**config.mk**
```make
export PLATFORM = sky130hd
export DESIGN_NAME = hft_frame_timer
export DESIGN_NICKNAME = d
export VERILOG_FILES = /design/src/design/hft_pkg.sv /design/src/design/hft_frame_timer.sv
export SDC_FILE = /design/constraint.sdc
export NUM_CORES = 1
export LEC_CHECK = 0
export BUFFER_PORTS_ARGS = -buffer_cell sky130_fd_sc_hd__buf_2
export CAP_MARGIN = 40
export CORE_MARGIN = 10
export CORE_UTILIZATION = 54
export DETAILED_ROUTE_END_ITERATION = 6
export PLACE_DENSITY_LB_ADDON = 0.12
export SYNTH_ARGS = -nofsm -noshare
export SYNTH_HDL_FRONTEND = slang
export SYNTH_SLANG_ARGS = --single-unit
```
**constraint.sdc**
```tcl
create_clock -name clk -period 2.2 [get_ports clk]
set_input_delay 0.55 -clock clk [delete_from_list [all_inputs] [get_ports clk]]
set_output_delay 0.55 -clock clk [all_outputs]
set_load 0.02 [all_outputs]
```
**src/design/hft_pkg.sv**
```systemverilog
/*
 Package for the hub frame timer: bit-time constants for high and full speed,
 EOF point offsets, advancement and the timer status carrier.
 Assumes one hub bit time per tick of the bit-time strobe.
*/
package hft_pkg;
   // ==========================================================
   // Counter width and period limits
   localparam int unsigned CW = 16;
   localparam logic [15:0] HS_NOMINAL = 16'hea60;    // 60000
   localparam logic [15:0] FS_NOMINAL = 16'h2ee0;    // 12000
   localparam logic [15:0] HS_MIN_PERIOD = 16'hea00; // 59904
   localparam logic [15:0] HS_MAX_PERIOD = 16'heac0; // 60096
   localparam logic [15:0] FS_MIN_PERIOD = 16'h2eb6; // 11958
   localparam logic [15:0] FS_MAX_PERIOD = 16'h2f0a; // 12042
   // ==========================================================
   // EOF points before end of frame
   localparam logic [15:0] HS_EOF1_BEFORE = 16'h0230; // 560
   localparam logic [15:0] HS_EOF2_BEFORE = 16'h0040; // 64
   localparam logic [15:0] FS_EOF1_BEFORE = 16'h0020; // 32
   localparam logic [15:0] FS_EOF2_BEFORE = 16'h000a; // 10
   // Advancement for decode and reaction delay
   localparam logic [15:0] HS_ADVANCE = 16'h0028;     // 40, legal 40..192
   localparam logic [15:0] FS_ADVANCE = 16'h0010;     // 16, legal 16..20
   // ==========================================================
   // Timer status carried to the repeater
   typedef struct packed {
      logic locked;
      logic eof;
      logic eof1;
      logic eof2;
   } hft_status_t;
endpackage

```
**src/design/hft_frame_timer.sv**
```systemverilog
/*
 Hub (micro)frame timer that locks to start-of-frame tokens.
 Assumes bit_tick pulses once per hub bit time and sof_seen pulses once
 per decoded start-of-frame token; all inputs synchronous to clk.
*/
`timescale 1ns/10ps

module hft_frame_timer (
   input wire logic clk,
   input wire logic resetn,
   input wire logic high_speed,
   input wire logic resume,
   input wire logic bit_tick,
   input wire logic sof_seen,
   input wire logic port_connect_req,
   output hft_pkg::hft_status_t status,
   output logic port_connect_ok,
   output logic [15:0] period
);

   // ==========================================================
   // Speed dependent constants
   function automatic logic [15:0] pick(
      input logic hs,
      input logic [15:0] h,
      input logic [15:0] f
   );
      pick = hs ? h : f;
   endfunction

   // Down value at which an EOF point fires
   function automatic logic [15:0] eof_point(
      input logic hs,
      input logic [15:0] hs_before,
      input logic [15:0] fs_before
   );
      eof_point = pick(hs, hs_before + hft_pkg::HS_ADVANCE, fs_before + hft_pkg::FS_ADVANCE);
   endfunction

   function automatic logic [15:0] count_up(
      input logic [15:0] value
   );
      count_up = value + 16'h0001;
   endfunction

   function automatic logic [15:0] count_down(
      input logic [15:0] value
   );
      count_down = value - 16'h0001;
   endfunction

   function automatic logic in_window(
      input logic [15:0] value,
      input logic [15:0] low,
      input logic [15:0] high
   );
      in_window = (value >= low) && (value <= high);
   endfunction

   // Marks the tick on which the down timer meets a point
   function automatic logic hits(
      input logic [15:0] down,
      input logic [15:0] point
   );
      hits = (down == point);
   endfunction

   logic [15:0] max_period;
   logic [15:0] min_period;
   logic [15:0] eof1_at;
   logic [15:0] eof2_at;

   always_comb begin
      max_period = pick(high_speed, hft_pkg::HS_MAX_PERIOD, hft_pkg::FS_MAX_PERIOD);
      min_period = pick(high_speed, hft_pkg::HS_MIN_PERIOD, hft_pkg::FS_MIN_PERIOD);
      eof1_at = eof_point(high_speed, hft_pkg::HS_EOF1_BEFORE, hft_pkg::FS_EOF1_BEFORE);
      eof2_at = eof_point(high_speed, hft_pkg::HS_EOF2_BEFORE, hft_pkg::FS_EOF2_BEFORE);
   end

   // ==========================================================
   // Timer state
   typedef enum logic [1:0] {
      HFT_IDLE = 2'b00,
      HFT_MEASURE = 2'b01,
      HFT_LOCKED = 2'b11
   } hft_state_t;

   hft_state_t state;
   hft_state_t next_state;
   logic [15:0] down_cnt;
   logic [15:0] next_down_cnt;
   logic [15:0] up_cnt;
   logic [15:0] next_up_cnt;
   logic [15:0] next_period;
   logic rolled;
   logic next_rolled;
   logic last_speed;
   logic next_last_speed;
   logic eof_p;
   logic next_eof_p;
   logic eof1_p;
   logic next_eof1_p;
   logic eof2_p;
   logic next_eof2_p;
   logic locked;
   logic drop_lock;
   logic in_range;
   logic capture;
   logic miss_reload;
   logic at_end;

   // ==========================================================
   // Token and lock decode
   always_comb begin
      locked = (state == HFT_LOCKED);
      // Resume or speed change drops lock
      drop_lock = resume || (high_speed != last_speed);
      in_range = in_window(up_cnt, min_period, max_period);
      capture = sof_seen && (state != HFT_IDLE) && !rolled && in_range;
      miss_reload = sof_seen && locked && !capture;
      at_end = (down_cnt <= 16'h0001);
   end

   // ==========================================================
   // Speed memory
   always_comb begin
      next_last_speed = high_speed;
   end

   always_ff @(posedge clk or negedge resetn) begin
      if (!resetn) begin
         last_speed <= 1'b1;
      end else begin
         last_speed <= next_last_speed;
      end
   end

   // ==========================================================
   // Up counter: bit times since the last token
   always_comb begin
      next_up_cnt = up_cnt;
      if (bit_tick && !rolled) begin
         next_up_cnt = count_up(up_cnt);
      end
      if (sof_seen) begin
         // Tick of the token cycle starts the new count
         next_up_cnt = 16'(bit_tick);
      end
      if (drop_lock) begin
         next_up_cnt = 16'h0000;
      end
   end

   always_ff @(posedge clk or negedge resetn) begin
      if (!resetn) begin
         up_cnt <= 16'h0000;
      end else begin
         up_cnt <= next_up_cnt;
      end
   end

   // ==========================================================
   // Rollover flag: set once the count passes the upper limit
   always_comb begin
      next_rolled = rolled;
      if (bit_tick && !rolled) begin
         if (up_cnt >= max_period) begin
            next_rolled = 1'b1;
         end
      end
      if (sof_seen) begin
         next_rolled = 1'b0;
      end
      if (drop_lock) begin
         next_rolled = 1'b0;
      end
   end

   always_ff @(posedge clk or negedge resetn) begin
      if (!resetn) begin
         rolled <= 1'b0;
      end else begin
         rolled <= next_rolled;
      end
   end

   // ==========================================================
   // Lock state machine
   always_comb begin
      next_state = state;
      if (sof_seen) begin
         case (state)
            HFT_IDLE: begin
               next_state = HFT_MEASURE;
            end
            HFT_MEASURE: begin
               if (capture) begin
                  next_state = HFT_LOCKED;
               end else begin
                  next_state = HFT_MEASURE;
               end
            end
            HFT_LOCKED: begin
               // Missed tokens keep the lock
               next_state = HFT_LOCKED;
            end
            default: begin
               next_state = HFT_IDLE;
            end
         endcase
      end
      if (drop_lock) begin
         next_state = HFT_IDLE;
      end
   end

   always_ff @(posedge clk or negedge resetn) begin
      if (!resetn) begin
         state <= HFT_IDLE;
      end else begin
         state <= next_state;
      end
   end

   // ==========================================================
   // Measured period register
   always_comb begin
      next_period = period;
      if (capture) begin
         next_period = up_cnt;
      end
   end

   always_ff @(posedge clk or negedge resetn) begin
      if (!resetn) begin
         period <= hft_pkg::HS_NOMINAL;
      end else begin
         period <= next_period;
      end
   end

   // ==========================================================
   // Down timer: a count of one or less marks end of frame
   always_comb begin
      next_down_cnt = down_cnt;
      if (bit_tick && locked) begin
         if (at_end) begin
            next_down_cnt = period;
         end else begin
            next_down_cnt = count_down(down_cnt);
         end
      end
      if (capture) begin
         next_down_cnt = up_cnt;
      end else if (miss_reload) begin
         next_down_cnt = period;
      end
   end

   always_ff @(posedge clk or negedge resetn) begin
      if (!resetn) begin
         down_cnt <= 16'h0000;
      end else begin
         down_cnt <= next_down_cnt;
      end
   end

   // ==========================================================
   // End-of-frame strobe
   always_comb begin
      next_eof_p = 1'b0;
      if (bit_tick && locked && !drop_lock) begin
         next_eof_p = at_end;
      end
   end

   always_ff @(posedge clk or negedge resetn) begin
      if (!resetn) begin
         eof_p <= 1'b0;
      end else begin
         eof_p <= next_eof_p;
      end
   end

   // ==========================================================
   // EOF1 and EOF2 strobes, only while locked
   always_comb begin
      next_eof1_p = 1'b0;
      next_eof2_p = 1'b0;
      if (bit_tick && locked && !drop_lock) begin
         next_eof1_p = hits(down_cnt, eof1_at);
         next_eof2_p = hits(down_cnt, eof2_at);
      end
   end

   always_ff @(posedge clk or negedge resetn) begin
      if (!resetn) begin
         eof1_p <= 1'b0;
         eof2_p <= 1'b0;
      end else begin
         eof1_p <= next_eof1_p;
         eof2_p <= next_eof2_p;
      end
   end

   // ==========================================================
   // Repeater outputs
   always_comb begin
      status.locked = locked;
      status.eof = eof_p;
      status.eof1 = eof1_p;
      status.eof2 = eof2_p;
      port_connect_ok = port_connect_req && locked;
   end

endmodule

```
# Yosys cells after proc, flatten, opt, wreduce, memory -nomap -nowiden

Cells that the tools add are included.

Register bits after elaboration: 55
Bits of input ports: 7
Output and inout bits: 21
Logic and storage cells: 63

$add $sub $neg: 2
Magnitude comparators: 4
Equality and inequality tests: 5
Multiplexer cells: 22
Reduce and logical (&&, ||, !) cells: 21

Operators by type and width:

| kind                    | count |
|---|---|
| $mux W16                | 9 |
| $ge A16 B16 Y1          | 2 |
| $add A16 B1 Y16 const B | 1 |
| $eq A16 B10 Y1          | 1 |
| $eq A16 B7 Y1           | 1 |
| $le A16 B1 Y1 const B   | 1 |
| $le A16 B16 Y1          | 1 |
| $sub A16 B1 Y16 const B | 1 |
| $logic_and A1 B1 Y1     | 10 |
| $mux W10                | 1 |
| $reduce_bool A3 Y1      | 3 |
| $mux W1                 | 7 |
| $mux W7                 | 1 |
| $mux W2                 | 3 |
| $pmux W2 S3             | 1 |
| $reduce_bool A2 Y1      | 2 |
| $logic_not A1 Y1        | 3 |
| $eq A2 B1 Y1 const B    | 1 |
| $eq A2 B2 Y1 const B    | 1 |
| $logic_not A2 Y1        | 1 |
| $reduce_and A2 Y1       | 1 |
| $logic_or A1 B1 Y1      | 1 |
| $ne A1 B1 Y1            | 1 |

# Longest topological paths before layout

Depth in word-level cells: 8
Gate-level depth with buffers: 11
Depth with buffers taken out: 8

# Worst setup path before layout

Ideal clock, no wire load.

Kind: input to register
Start: input high_speed
End: register down_cnt[2]
Library setup time: 128 ps
Arrival: 2,517 ps
Path slack: -445 ps
Stages: 11
Path buffers: 3
Cells stage by stage: buf_2 > inv_1 > ha_1 > a31o_1 > a21oi_1 > o31a_1 > o211ai_1 > a32o_1 > buf_2 > buf_2 > mux2_1

Longest elaborated chain between the ends: 8

Ends and longest elaborated chain:

| item                                                    | line                   | text |
|---|---|---|
| start, declared                                         | hft_frame_timer.sv:11  | `input wire logic high_speed,` |
| $mux W16                                                | hft_frame_timer.sv:28  | `pick = hs ? h : f;` |
| $ge A16 B16 Y1 / $le A16 B16 Y1 (equally long branches) | hft_frame_timer.sv:57  | `in_window = (value >= low) && (value <= high);` |
| $logic_and A1 B1 Y1 *                                   | hft_frame_timer.sv:57  |  |
| $logic_and A1 B1 Y1 *                                   | hft_frame_timer.sv:119 | `capture = sof_seen && (state != HFT_IDLE) && !rolled && in_range;` |
| $logic_not A1 Y1                                        | hft_frame_timer.sv:120 | `miss_reload = sof_seen && locked && !capture;` |
| $logic_and A1 B1 Y1                                     | hft_frame_timer.sv:120 |  |
| $mux W16                                                | hft_frame_timer.sv:255 | `end else if (miss_reload) begin` |
| $mux W16                                                | hft_frame_timer.sv:253 | `if (capture) begin` |
| end signal, assigned                                    | hft_frame_timer.sv:264 | `down_cnt <= next_down_cnt;` |
| end, declared                                           | hft_frame_timer.sv:90  | `logic [15:0] down_cnt;` |

Mark *: on every way between the ends. The rest lies on a longest branch, timed or not.
A chain may end at the register's enable or synchronous reset.

# Final worst setup path

Start: register up_cnt[14]
End: register down_cnt[3]

Longest elaborated chain between the ends: 7

Ends and longest elaborated chain:

| item                                                    | line                   | text |
|---|---|---|
| start, declared                                         | hft_frame_timer.sv:92  | `logic [15:0] up_cnt;` |
| start signal, assigned                                  | hft_frame_timer.sv:158 | `up_cnt <= next_up_cnt;` |
| $ge A16 B16 Y1 / $le A16 B16 Y1 (equally long branches) | hft_frame_timer.sv:57  |  |
| $logic_and A1 B1 Y1 *                                   | hft_frame_timer.sv:57  |  |
| $logic_and A1 B1 Y1 *                                   | hft_frame_timer.sv:119 |  |
| $logic_not A1 Y1                                        | hft_frame_timer.sv:120 |  |
| $logic_and A1 B1 Y1                                     | hft_frame_timer.sv:120 |  |
| $mux W16                                                | hft_frame_timer.sv:255 |  |
| $mux W16                                                | hft_frame_timer.sv:253 |  |

Marked as above.

==> run_results.csv <==
group,metric,value,unit
run_status,status,"finished with violations",
run_status,violations,"setup timing",
clocking,holdBufCountCts,0,
synthesis,synthXorXnorAreaFrac,4.08,%
setup_path,r2r_cells,8,
synthesis,yosysSeqAreaShare,40.3,%
finish,num-fill-cells,460,
route,ant_nets,0,
floorplan,start_util,54.8,%
route,wire_per_inst,18.7,um
place,io_buffers,27,
sta,fin_tns_setup,-1.60,ns
synthesis,synth_common_cells,"47 x dfrtp_1, 39 x nor2_1, 30 x nand2_1",
power,leakage,2.09,nW
sta,finalWorstSetupSlack,-0.0985,ns
global_route,antenna_found_initial,0,
power,power,0.00187,W
sta,finClkSkew,0.00470,ns
synthesis,synth_ff_type,"dfrtp_1",
clocking,cts_made_buffers,5,
finish,fin_area,4430,um2
synthesis,synth.most_common_cell,"dfrtp_1",
setup_path,path_max_fanout,14,
synthesis,synth_top_family_by_area,"simple AND/OR/NAND/NOR gates",
global_route,grt_pass1_vias,3080,
synthesis,syn_inst,363,
clocking,cts.sinks,55,
sta,tightest_slew,0.444,ns
global_route,grt_overflow_total,0,
setup_path,cp.required,2.39,ns
power,p_per_area,422,nW/um2
sta,relSlewSlack,70.4,%
setup_path,crit_arrival,2.49,ns
finish,syn_to_final_growth,28.9,%
setup_path,r2r_end,"down_cnt[3]",
sta,final_hold_viol_count,0,
synthesis,synth_cell_types,59,
route,routed_wirelength,9770,um
clocking,cts_max_path_buffers,2,
synthesis,yosys.area_share.simple,20.7,%
synthesis,synthTopCellsByArea,"dfrtp_1 34%, dfstp_2 6.1%, ha_1 5.8%",
finish,finalNetCount,467,
floorplan,die_h,99.8,um
clocking,root_buffer,"clkbuf_8",
floorplan,core_area,6280,um2
global_route,gr-usage-all-layers,19.5,%
global_route,grt_max_degree,56,
clocking,insertion_delay,0.30,ns
route,drt-pass1-iter-count,7,
place,hpwl,7390,um
place,place_ws,-0.417,ns
floorplan,dieArea,9960,um2
synthesis,postSynthNetCount,386,
synthesis,yosys_warnings,0,
route,vias,3101,
synthesis,syn_area_per_cell,9.47,um2
synthesis,muxShareOfSynthArea,9.79,%
synthesis,synth_area,3440,um2
synthesis,synth-seq-cells,55,
clocking,path_clk_slew,0.09,ns
setup_path,rr_startpoint,"up_cnt[14]",
min_path,min_path_type,"in -> async",
floorplan,rows,29,
synthesis,ys_async_sr_fraction,100,%
floorplan,io_pins,28,
setup_path,rrSetupSlack,-0.1,ns
setup_path,critPathLaunchType,"flop",
setup_path,crit_type,"reg -> reg",
synthesis,synth_edf_count,0,
flow_run,maxCapViolations,0,
sta,grt_setup_unrepaired,"yes",
sta,finalSetupViolCount,26,
finish,drive_above_1_share,35.7,%
synthesis,yosys.area.top_type,"dfrtp_1",
sta,finalCritPeriodShare,104,%
clocking,cts_tree,"built",
synthesis,synthAdderAreaFrac,5.82,%
place,dp.cells,505,
route,drtIter0Drc,203,
synthesis,synth_top_area_share,34.2,%
sta,final_max_slew_viol_count,0,
floorplan,die_w,99.8,um
sta,max_freq,435,MHz
setup_path,critPathCaptureType,"flop",
route,drc,0,
clocking,htree_levels,2,
finish,n_antenna_cell,0,
sta,min_period,2.30,ns
global_route,grt_pass1_wl,15800,um
power,vdd_drop_max,0.377,mV
route,viasPerCell,5.94,
place,place_area,4130,um2
place,gp_congestion,0.992,
synthesis,synth-compound-area-share,14.5,%
finish,fin_cells,522,
-- how the worst max path moves through the flow --
stage | from | slack [ns] | cells after the start | endpoint
final | up_cnt[14] | -0.1 | 8 | down_cnt[3]
after global routing | up_cnt[7] | -0.16 | 7 | down_cnt[3]
after CTS | up_cnt[14] | 0.02 | 8 | period[1]
after detailed placement | high_speed | -0.42 | 10 | period[1]
after global placement | high_speed | -0.37 | 9 | period[1]
after floorplan | high_speed | -0.18 | 11 | down_cnt[0]
-- per-layer routing --
| metal | global-route usage (%) | up-vias | wire, um |
|---|---|---|---|
| li1 | - | 1472 | - |
| met1 | 24.7 | 1525 | 4280 |
| met2 | 33.3 | 89 | 4910 |
| met3 | 3.23 | 15 | 414 |
| met4 | 5.84 | 0 | 157 |
| met5 | 0 | - | 0 |
-- logic make-up (layout without fill, tap and decap cells) --
group,after synthesis,in the layout
AND/OR/NAND/NOR,137,137
AO/OA/AOI/OAI,73,73
XOR/XNOR,16,16
buffers and inverters,36,118
adder cells (fa/ha/maj),16,16
multiplexers,30,30
flip-flops,55,55
-- flip-flops by register name (all words and copies together), names as in the netlist --
signal and count:
eof2_p 1, period 16, up_cnt 16, eof_p 1, down_cnt 16, last_speed 1, state 2, eof1_p 1
rolled 1
-- report_power, final --
| group | internal (W) | total (W) | switching, W |
|---|---|---|---|
| Clock | 0.000341 | 0.000665 | 0.000324 |
| Sequential | 0.00102 | 0.00103 | 0.0000112 |
| Combinational | 0.0000710 | 0.000172 | 0.000101 |
| Total | 0.00143 | 0.00187 | 0.000436 |
-- timing repair --
action	4_1_cts	5_1_grt
gates cloned	0	1
resized for setup	3	21
setup buffers	1	7
pin swaps	1	2
hold endpoints to repair	0	0
endpoints found under the setup margin	23	25
-- worst max-delay path, stage by stage (launching register included) --
cell and delay, ns:
dfrtp_1 0.42, ha_4 0.28, nand4_1 0.13, nor2_2 0.15
and4_1 0.24, nand3_1 0.12, a32o_2 0.35, buf_12 0.18
mux2_4 0.31
-- layout by cell type (no fill, tap or decap), types with 3 or more instances in the layout --
cell type	Yosys	final
a211oi_1	6	5
a21oi_1	18	16
a21oi_2	2	3
and3_1	5	5
and4_1	3	3
buf_12	0	3
buf_2	7	26
buf_4	4	61
buf_6	1	3
clkbuf_8	0	5
dfrtp_1	47	45
dfstp_2	8	8
ha_1	16	12
ha_4	0	4
inv_1	16	14
mux2_4	2	20
mux2i_1	7	7
nand2_1	30	30
nand2b_1	4	3
nand3_1	11	11
nand4_1	7	7
nor2_1	39	38
nor2b_1	4	4
nor3_1	11	11
nor4_2	0	3
nor4b_1	3	3
o2111ai_1	4	3
o211ai_1	3	3
o21ai_0	11	10
o21ai_1	5	5
o221ai_1	3	3
o31a_1	3	3
or3_1	4	4
xnor2_1	6	6
xor2_1	10	10
-- final cells by class --
cell class / count / area (um2) / area share [%]
Multi-Input combinational cell: 272 / 2070 / 46.6
Sequential cell: 55 / 1390 / 31.3
Timing Repair Buffer: 94 / 707 / 16.0
Tap cell: 77 / 96.3 / 2.17
Clock buffer: 7 / 76.3 / 1.72
Inverter: 16 / 67.6 / 1.52
Clock inverter: 1 / 30.0 / 0.678
-- through the flow --
stage                     hold slack (ns)  utilization [%]
after CTS                           0.233             67.8
final                               0.229             70.6
after detailed placement            0.497             65.8
after global routing                0.247             70.6
after global placement              0.493             65.8
after floorplan                     0.254                -
Power figures use the tool's default switching activity.
